`src/core/ssw_pkg.sv`:
```
// Shared constants and carrier types for the supply supervisor and watchdog.
// Assumes a single 10 MHz core clock; comparator results arrive as digital levels.
package ssw_pkg;

    localparam int CLK_PERIOD_NS = 100;
    localparam int TICK_PERIOD_NS = 1000000;
    localparam int TICK_CYCLES = TICK_PERIOD_NS / CLK_PERIOD_NS;
    localparam int TICK_MS = 1;
    localparam int RESET_PULSE_MS = 50;
    localparam int RESET_PULSE_LONG_MS = 200;
    localparam int WDOG_TIMEOUT_MS = 1600;

    localparam int CNT_W = 11;
    localparam int DIV_W = 16;
    localparam logic [CNT_W-1:0] RESET_PULSE_TICKS = CNT_W'(RESET_PULSE_MS / TICK_MS);
    localparam logic [CNT_W-1:0] RESET_LONG_TICKS = CNT_W'(RESET_PULSE_LONG_MS / TICK_MS);
    localparam logic [CNT_W-1:0] WDOG_TIMEOUT_TICKS = CNT_W'(WDOG_TIMEOUT_MS / TICK_MS);

    localparam logic [CNT_W-1:0] CNT_ZERO = 11'h000;
    localparam logic [CNT_W-1:0] CNT_ONE = 11'h001;
    localparam logic [DIV_W-1:0] DIV_ZERO = 16'h0000;
    localparam logic [DIV_W-1:0] DIV_ONE = 16'h0001;

    // Asynchronous pin and comparator levels, synchronised as one group.
    typedef struct packed {
        logic supply_low;
        logic power_fail_sense_in;
        logic vcc_above_batt;
        logic batt_near_vcc;
        logic kick_floating;
        logic chip_enable_in_n;
        logic watchdog_kick_input;
        logic timing_source_in;
        logic timing_source_select;
    } ssw_pins_s;

    typedef struct packed {
        logic proc_reset_n;
        logic proc_reset;
        logic chip_enable_out_n;
        logic power_fail_warn_n;
        logic watchdog_expired_n;
        logic on_backup_indicator;
        logic supply_from_backup;
    } ssw_outs_s;

    localparam ssw_pins_s PINS_RESET = 9'h000;
    localparam ssw_outs_s OUTS_RESET = 7'h3C;

endpackage : ssw_pkg

```
`src/core/ssw_top.sv`:
```
// Supply supervisor: processor reset, chip-enable gating, power-fail warning,
// battery switchover indication and watchdog; reset pulses and watchdog timeout are timed from a selectable tick.
// Assumes comparators outside deliver clean digital levels asynchronous to core_clk.
//
// Behaviour
// Hold processor reset low while the supply is below trip level.
// After supply recovers keep reset low 50 ms, or 200 ms long variant.
// Provide an active-high reset output, always the inverse of reset.
// With supply good, gated chip enable follows the chip enable input.
// With supply low, gated chip enable is forced high.
// Processor must toggle the kick input at least every 1.6 s.
// Missing kick for 1.6 s produces a 50 ms or 200 ms reset pulse.
// Without kicks the watchdog reset pulse repeats every 1.6 s; pulses start 1.65 s apart, 1.8 s in the long variant.
// Watchdog expired output goes low when the timeout elapses.
// Expired output stays low until the next kick transition, then high.
// A floating kick input disables the watchdog entirely.
// Power-fail warning is low while sense input is below 1.3 V.
// Backed-up output is fed from main supply, else from battery.
// Backup indicator low while main supply exceeds battery, else high.
// Battery pin within 50 mV of supply generates a reset pulse.
// Pulse width and timeout are adjustable by external timing source.
// Select high times everything from the internal oscillator.
// Select low times from the external capacitor or clock source.
// Watchdog count restarts on every kick edge and at reset pulse end.
// Intervals are counted in periods of the selected timing tick.
`timescale 1ns/1ps

module ssw_top #(
    parameter int TICK_CYCLES = ssw_pkg::TICK_CYCLES,
    parameter bit LONG_PULSE = 1'b0
) (
    input wire logic core_clk,
    input wire logic reset_n,
    input wire ssw_pkg::ssw_pins_s pins,
    output ssw_pkg::ssw_outs_s outs
);
    import ssw_pkg::*;

    logic rst_s1_q;
    logic rst_n_i;
    ssw_pins_s pins_s1_q;
    ssw_pins_s pins_s2_q;
    ssw_pins_s pins_s3_q;
    logic [DIV_W-1:0] div_q;
    logic [DIV_W-1:0] div_d;
    logic [CNT_W-1:0] rst_cnt_q;
    logic [CNT_W-1:0] rst_cnt_d;
    logic [CNT_W-1:0] wd_cnt_q;
    logic [CNT_W-1:0] wd_cnt_d;
    logic rst_act_q;
    logic rst_act_d;
    logic expired_q;
    logic expired_d;
    ssw_outs_s outs_q;
    ssw_outs_s outs_d;
    logic tick;
    logic kick_edge;
    logic batt_rise;
    logic wd_fire;
    logic reset_end;
    logic [CNT_W-1:0] pulse_len;

    // Reset release is synchronised; assertion stays asynchronous.
    always_ff @(posedge core_clk or negedge reset_n) begin
        if (!reset_n) begin
            rst_s1_q <= 1'b0;
            rst_n_i <= 1'b0;
        end else begin
            rst_s1_q <= 1'b1;
            rst_n_i <= rst_s1_q;
        end
    end

    // Stage one feeds stage two only; edges are taken between stages two and three.
    always_ff @(posedge core_clk or negedge rst_n_i) begin
        if (!rst_n_i) begin
            pins_s1_q <= PINS_RESET;
            pins_s2_q <= PINS_RESET;
            pins_s3_q <= PINS_RESET;
        end else begin
            pins_s1_q <= pins;
            pins_s2_q <= pins_s1_q;
            pins_s3_q <= pins_s2_q;
        end
    end

    always_comb begin
        div_d = div_q + DIV_ONE;
        if (div_q >= DIV_W'(TICK_CYCLES - 1)) begin
            div_d = DIV_ZERO;
        end
        // Internal oscillator or external source edges, per select.
        if (pins_s2_q.timing_source_select) begin
            tick = (div_q >= DIV_W'(TICK_CYCLES - 1));
        end else begin
            tick = pins_s2_q.timing_source_in & ~pins_s3_q.timing_source_in;
        end
        kick_edge = pins_s2_q.watchdog_kick_input ^ pins_s3_q.watchdog_kick_input;
        batt_rise = pins_s2_q.batt_near_vcc & ~pins_s3_q.batt_near_vcc;
        pulse_len = LONG_PULSE ? RESET_LONG_TICKS : RESET_PULSE_TICKS;
        // The watchdog does not run during a reset pulse, so repeats are spaced by the timeout.
        wd_fire = tick & ~pins_s2_q.kick_floating & ~rst_act_q &
                  (wd_cnt_q == WDOG_TIMEOUT_TICKS - CNT_ONE);

        rst_act_d = rst_act_q;
        rst_cnt_d = rst_cnt_q;
        if (pins_s2_q.supply_low) begin
            rst_act_d = 1'b1;
            rst_cnt_d = CNT_ZERO;
        end else if (wd_fire || batt_rise) begin
            rst_act_d = 1'b1;
            rst_cnt_d = CNT_ZERO;
        end else if (rst_act_q && tick) begin
            if (rst_cnt_q == pulse_len - CNT_ONE) begin
                rst_act_d = 1'b0;
                rst_cnt_d = CNT_ZERO;
            end else begin
                rst_cnt_d = rst_cnt_q + CNT_ONE;
            end
        end
        reset_end = rst_act_q & ~rst_act_d;

        wd_cnt_d = wd_cnt_q;
        if (pins_s2_q.kick_floating || kick_edge || reset_end || rst_act_q || wd_fire) begin
            wd_cnt_d = CNT_ZERO;
        end else if (tick) begin
            wd_cnt_d = wd_cnt_q + CNT_ONE;
        end

        expired_d = expired_q;
        if (pins_s2_q.kick_floating || kick_edge) begin
            expired_d = 1'b0;
        end else if (wd_fire) begin
            expired_d = 1'b1;
        end

        outs_d.proc_reset_n = ~rst_act_d;
        outs_d.proc_reset = rst_act_d;
        outs_d.chip_enable_out_n = pins_s2_q.supply_low | pins_s2_q.chip_enable_in_n;
        outs_d.power_fail_warn_n = ~pins_s2_q.power_fail_sense_in;
        outs_d.watchdog_expired_n = ~expired_d;
        outs_d.on_backup_indicator = ~pins_s2_q.vcc_above_batt;
        outs_d.supply_from_backup = ~pins_s2_q.vcc_above_batt;
    end

    // Power-up starts with reset active so the first pulse is timed out normally.
    always_ff @(posedge core_clk or negedge rst_n_i) begin
        if (!rst_n_i) begin
            div_q <= DIV_ZERO;
            rst_cnt_q <= CNT_ZERO;
            wd_cnt_q <= CNT_ZERO;
            rst_act_q <= 1'b1;
            expired_q <= 1'b0;
            outs_q <= OUTS_RESET;
        end else begin
            div_q <= div_d;
            rst_cnt_q <= rst_cnt_d;
            wd_cnt_q <= wd_cnt_d;
            rst_act_q <= rst_act_d;
            expired_q <= expired_d;
            outs_q <= outs_d;
        end
    end

    assign outs = outs_q;
endmodule : ssw_top

```
`config.mk`:
```
export PLATFORM = sky130hd
export DESIGN_NAME = ssw_top
export DESIGN_NICKNAME = d
export VERILOG_FILES = /design/src/core/ssw_pkg.sv /design/src/core/ssw_top.sv
export SDC_FILE = /design/constraint.sdc
export NUM_CORES = 1
export LEC_CHECK = 0
export ABC_AREA = 1
export BUFFER_PORTS_ARGS = -buffer_cell sky130_fd_sc_hd__buf_2
export CAP_MARGIN = 15
export CELL_PAD_IN_SITES_DETAIL_PLACEMENT = 1
export CELL_PAD_IN_SITES_GLOBAL_PLACEMENT = 2
export CORE_ASPECT_RATIO = 1.5
export CORE_MARGIN = 4
export CORE_UTILIZATION = 25
export DETAILED_ROUTE_END_ITERATION = 6
export PLACE_DENSITY_LB_ADDON = 0.1
export SLEW_MARGIN = 40
export SYNTH_ARGS = -nofsm -noshare
export SYNTH_HDL_FRONTEND = slang
export SYNTH_SLANG_ARGS = --single-unit
```
`constraint.sdc`:
```
create_clock -name core_clk -period 2.95 [get_ports core_clk]
set_clock_uncertainty 0.05 [all_clocks]
set_input_delay 0.59 -clock core_clk [delete_from_list [all_inputs] [get_ports core_clk]]
set_output_delay 0.59 -clock core_clk [all_outputs]
set_load 0.02 [all_outputs]
```
Yosys cells after proc, flatten, opt, wreduce, memory -nomap -nowiden
Cells that the tools add are included.
{ "word_totals": {"regBits": 68, "input_bits": 11} }
{ "classes": {"addsub": 3, "n_lt_le_gt_ge": 1, "eq_ne": 2, "mux": 14, "bitwise_logic": 16, "reduce_logical": 8} }
{ "ops": {"columns": ["op", "count"], "rows": [
  ["two-way mux 11 bit", 6],
  ["adder 11 x 1 -> 11 bit (second input constant)", 2],
  ["adder 16 x 1 -> 16 bit (second input constant)", 1],
  [">= comparator 16 x 14 -> 1 bit (second input constant)", 1],
  ["two-way mux 16 bit", 1],
  ["== test 11 bit (second input constant)", 1],
  ["== test 11 x 6 -> 1 bit (second input constant)", 1],
  ["NOT 1 bit", 8],
  ["two-way mux 1 bit", 7],
  ["bitwise AND 1 bit", 6],
  ["logical OR 1 bit", 5],
  ["nonzero test 3 bit", 1],
  ["nonzero test 2 bit", 1],
  ["logical AND 1 bit", 1],
  ["OR 1 bit", 1],
  ["bitwise XOR 1 bit", 1]
]} }

Depth between registers and ports, before layout
{ "logic_depth": {"word_depth": 15, "depth_mapped": 12} }

Worst setup path after synthesis
No wires, ideal clock.
{ "synth_path": {"path_type": "register -> register", "from": "register div_q[0]", "to": "register div_q[12]", "setup_time_ns": 0.121, "arrival_time_ns": 1.382, "slack_ns": 1.397, "stages_incl_launch_ff": 11, "path_buffers": 0, "period_less_slack_ns": 1.553, "path_cell_list": "dfrtp_1 -> ha_1 -> nand3_2 -> nor2_1 -> nand3_1 -> nor2_1 -> nand2_1 -> nor2_1 -> nand2_1 -> o21ai_1 -> a21oi_1"} }
{ "synth_via": {"elab_chain_len": 2, "elab_cells_between_ends": 3, "cone_classes": "1 x add/sub; 1 x order compare; 1 x mux"} }
{ "synth_rtl": {"columns": ["item", "line_no", "source"], "rows": [
  ["start: declaration", "ssw_top.sv:44", "logic [DIV_W-1:0] div_q;"],
  ["start signal: assignment", "ssw_top.sv:156", "div_q <= div_d;"],
  ["adder 16 x 1 -> 16 bit / >= comparator 16 x 14 -> 1 bit (equally long branches)", "ssw_top.sv:88, ssw_top.sv:89", null],
  ["two-way mux 16 bit *", "ssw_top.sv:89", "if (div_q >= DIV_W'(TICK_CYCLES - 1)) begin"],
  ["via div_d[12]", "ssw_top.sv:45", "logic [DIV_W-1:0] div_d;"]
]} }
Mark *: on every way through the listed nets, which the timed path passes. The rest lies on a longest branch.
A chain may end at the register's enable or synchronous reset.

Worst setup path in the final report
{ "layout_path": {"from": "register rst_cnt_q[0]", "to": "register rst_cnt_q[10]"} }
{ "layout_via": {"elab_chain_len": 5, "elab_cells_between_ends": 6, "cone_classes": "1 x add/sub; 1 x eq/ne; 4 x mux"} }
{ "layout_rtl": {"columns": ["item", "line_no", "source"], "rows": [
  ["start: declaration", "ssw_top.sv:46", "logic [CNT_W-1:0] rst_cnt_q;"],
  ["start signal: assignment", "ssw_top.sv:157", "rst_cnt_q <= rst_cnt_d;"],
  ["adder 11 x 1 -> 11 bit / == test 11 x 6 -> 1 bit (equally long branches)", "ssw_top.sv:118, ssw_top.sv:114", null],
  ["two-way mux 11 bit *", "ssw_top.sv:114", "if (rst_cnt_q == pulse_len - CNT_ONE) begin"],
  ["two-way mux 11 bit *", "ssw_top.sv:113", "end else if (rst_act_q && tick) begin"],
  ["two-way mux 11 bit *", "ssw_top.sv:110", "end else if (wd_fire || batt_rise) begin"],
  ["two-way mux 11 bit *", "ssw_top.sv:107", "if (pins_s2_q.supply_low) begin"]
]} }
Every way passes the cells marked *; elsewhere a longest branch is shown, timed or not. The select of a mux whose other input is x is not followed.

==> impl_metrics.toml <==
[grt]
overflow = 0
grt_max_degree = 60
grt_pass1_vias = 2442
grt_usage_pct = 10.7
grt_pass1_wl_um = 11800
antenna_found_initial = 0

[die]
rows = 49
dieHeight_um = 143
ioPinCount = 18
initial_utilization_pct = 25.5
die_x_um = 98.2
design.core.area_um2 = 12000
fp.dieArea_um2 = 14100

[route]
drt-initial-drc-count = 37
num_vias = 2190
ant_nets = 0
wire_per_inst_um = 13.3
drt-total-wl_um = 6750
vias_per_cell = 4.33
drc = 0
first_pass_iters = 4

[timing]
setup_violations = 0
fin_ws_ns = 1.13
fin_crit_ns = 1.82
clock.fmax_mhz = 549
fin_crit_sh_pct = 61.8
rsz0062_at_grt = "false"
fin_tns_setup_ns = 0
maxSlewViolCount = 0
hold_viol = 0

[critical_path]
cp-start-kind = "flip-flop"
slowest_stage = "dfrtp_1"
worst-path-buf-inv = 1
crit-reg2reg-capture = "rst_cnt_q[10]"
required_ns = 3.12
crit_chain = "ha_1, nand2_1, nor2_1, nand2_1, nor2_1, inv_1, nor2_1, nand2_1, nand2_1, nand2_1, nand3_1, a21oi_2"
crit_arrival_ns = 1.99
cpMostUsedCell = "nand2_1"
cp-end-kind = "flip-flop"
ff2ff_setup_slack_ns = 1.13
crit_type = "reg2reg"
crit_family = "simple AND/OR/NAND/NOR gates"
timing.rr.start = "rst_cnt_q[0]"
reg2reg_depth = 12
cpPeakStageDelay_ns = 0.42
cp_max_fo = 5

[clock_network]
clkTransAtPathRegs_ns = 0.06
root_buffer = "clkbuf_16"
hold_buffers = 1
post_cts_buffers = 0
cts_buffer_depth = 2
clk_latency_ns = 0.33
cts_tree = "built"
htreeDepth = 3
cts_made_buffers = 9
cts_sinks = 68
post_cts_resized = 0

[cells_and_area]
antenna_cells = 0
layout_commonest_cell = "dfrtp_1"
drive_gt1_share_pct = 19.0
nFillCells = 1416
syn2layout_area_growth_pct = 19.8
fin_nets = 363
mostFrequentLayoutCells = "dfrtp_1 (63), nand2_1 (60), nor2_1 (37), inv_1 (36), a21oi_1 (18)"

[logic_synthesis]
synth-edff-count = 0
synth_top_family_by_area = "simple AND/OR/NAND/NOR gates"
ys_ff_latch = 68
synth_compound_area_share_pct = 6.89
synthDistinctLibCells = 41
synth-simple-area-share_pct = 27.1
netlist_top_cells_area = "dfrtp_1 (53%), nand2_1 (7.4%), nor2_1 (4.6%)"
yosysSeqAreaShare_pct = 55.9
synth-async-reset-ratio_pct = 100
yosysTopAreaCellShare_pct = 52.5
synth_fa_ha_area_share_pct = 1.64
synthCells = 321
synth_xor_area_share_pct = 2.01
synthFlopType = "dfrtp_1"
syn_area_um2 = 3050
muxShareOfSynthArea_pct = 0
synth_top_area_cell = "dfrtp_1"
ys_warn_count = 0
synth_area_per_cell_um2 = 9.50

[place]
io_buffer_count = 17
post-place-ws_ns = 1.09
dp_hpwl_um = 4820
gp_congestion = 0.697

[pwr]
p_per_area_nw_per_um2 = 612
leakagePower_nw = 1.59
ir_worst_vdd_uv = 214

[run]
max-cap-violations = 0

[worst_hold_path]
hold_class = "reg2async"

[run_status]
outcome = "complete, no violations"
-- sequential cells by signal, indices dropped and copies added (netlist names) --
register / cells
rst_s1_q: 1
outs: 6
div_q: 16
rst_cnt_q: 11
wd_cnt_q: 11
pins_s3_q: 3
rst_n_i: 1
pins_s2_q: 9
expired_q: 1
pins_s1_q: 9
-- power breakdown --
part	internal (mW)	leakage, nW	switching [mW]
combinational	0.0256	0.565	0.0612
sequential	0.957	0.873	0.0129
clock	0.746	0.156	0.433
total	1.73	1.59	0.507
-- worst reg2reg max path, delay by kind of cell, from the launching register on --
kind                     cells  cell delay (ns)
AO/OA/AOI/OAI                1             0.04
flip-flops                   1             0.42
AND/OR/NAND/NOR              9             0.96
adder cells (fa/ha/maj)      1             0.19
buffers and inverters        1             0.05
-- Yosys cell counts, drive strengths merged (4+ instances only) --
library cell / count
nand2: 66
dfrtp: 64
nor2: 42
inv: 40
nand3: 21
a21oi: 20
o21ai: 11
nand4: 8
nor3: 8
nand3b: 6
buf: 4
dfstp: 4
ha: 4
nor4: 4
xor2: 4
-- through the flow --
stage | total power [mW] | instance area, um2 | utilization [%] | hold WS (ns) | cells
after global routing | 2.35 | 3650 | 30.6 | 0.0873 | 506
after detailed placement | 1.08 | 3320 | 27.8 | 0.0756 | 489
final | 2.24 | 3650 | 30.6 | 0.0674 | 506
after CTS | 2.29 | 3650 | 30.6 | 0.0807 | 506
after global placement | 1.08 | 3320 | 27.8 | 0.0687 | 489
after floorplan | 1.04 | 3050 | - | 0.244 | 322
-- how the worst max path moves through the flow --
| stage | start | to | slack (ns) | cells after the start |
|---|---|---|---|---|
| 2_1_floorplan | rst_n_i | div_q[0] | 0.87 | 0 |
| 5_1_grt | rst_cnt_q[0] | rst_cnt_q[10] | 0.90 | 12 |
| 3_5_place_dp | div_q[0] | div_q[12] | 1.09 | 10 |
| 4_1_cts | rst_cnt_q[0] | rst_cnt_q[10] | 1.09 | 12 |
| 3_3_place_gp | div_q[0] | div_q[12] | 1.10 | 10 |
| 6_report | rst_cnt_q[0] | rst_cnt_q[10] | 1.13 | 12 |
-- layer usage --
metal | global-route usage, % | share of wire [%] | vias up
met5 | 0 | 0 | -
met1 | 12.2 | 43 | 1081
li1 | - | - | 1083
met3 | 2.54 | 2.3 | 7
met4 | 5.18 | 1.7 | 0
met2 | 19.0 | 53 | 19
-- layout make-up --
| class | instances | area (um2) | share of cell area (%) |
|---|---|---|---|
| clock buffer | 9 | 225 | 6.16 |
| multi-input combinational | 210 | 1160 | 31.7 |
| tap | 153 | 191 | 5.24 |
| sequential | 68 | 1710 | 46.7 |
| inverter | 40 | 158 | 4.31 |
| clock inverter | 7 | 98.8 | 2.70 |
| timing repair buffer | 19 | 115 | 3.15 |
-- kinds of logic (layout without fill, tap and decap cells) --
logic type | Yosys count | in the layout
AO/OA/AOI/OAI | 36 | 36
XOR/XNOR | 7 | 7
adder cells (fa/ha/maj) | 4 | 4
buffers and inverters | 44 | 75
flip-flops | 68 | 68
other | 2 | 3
AND/OR/NAND/NOR | 160 | 160
Note: power is estimated with default switching activity, not from simulation.
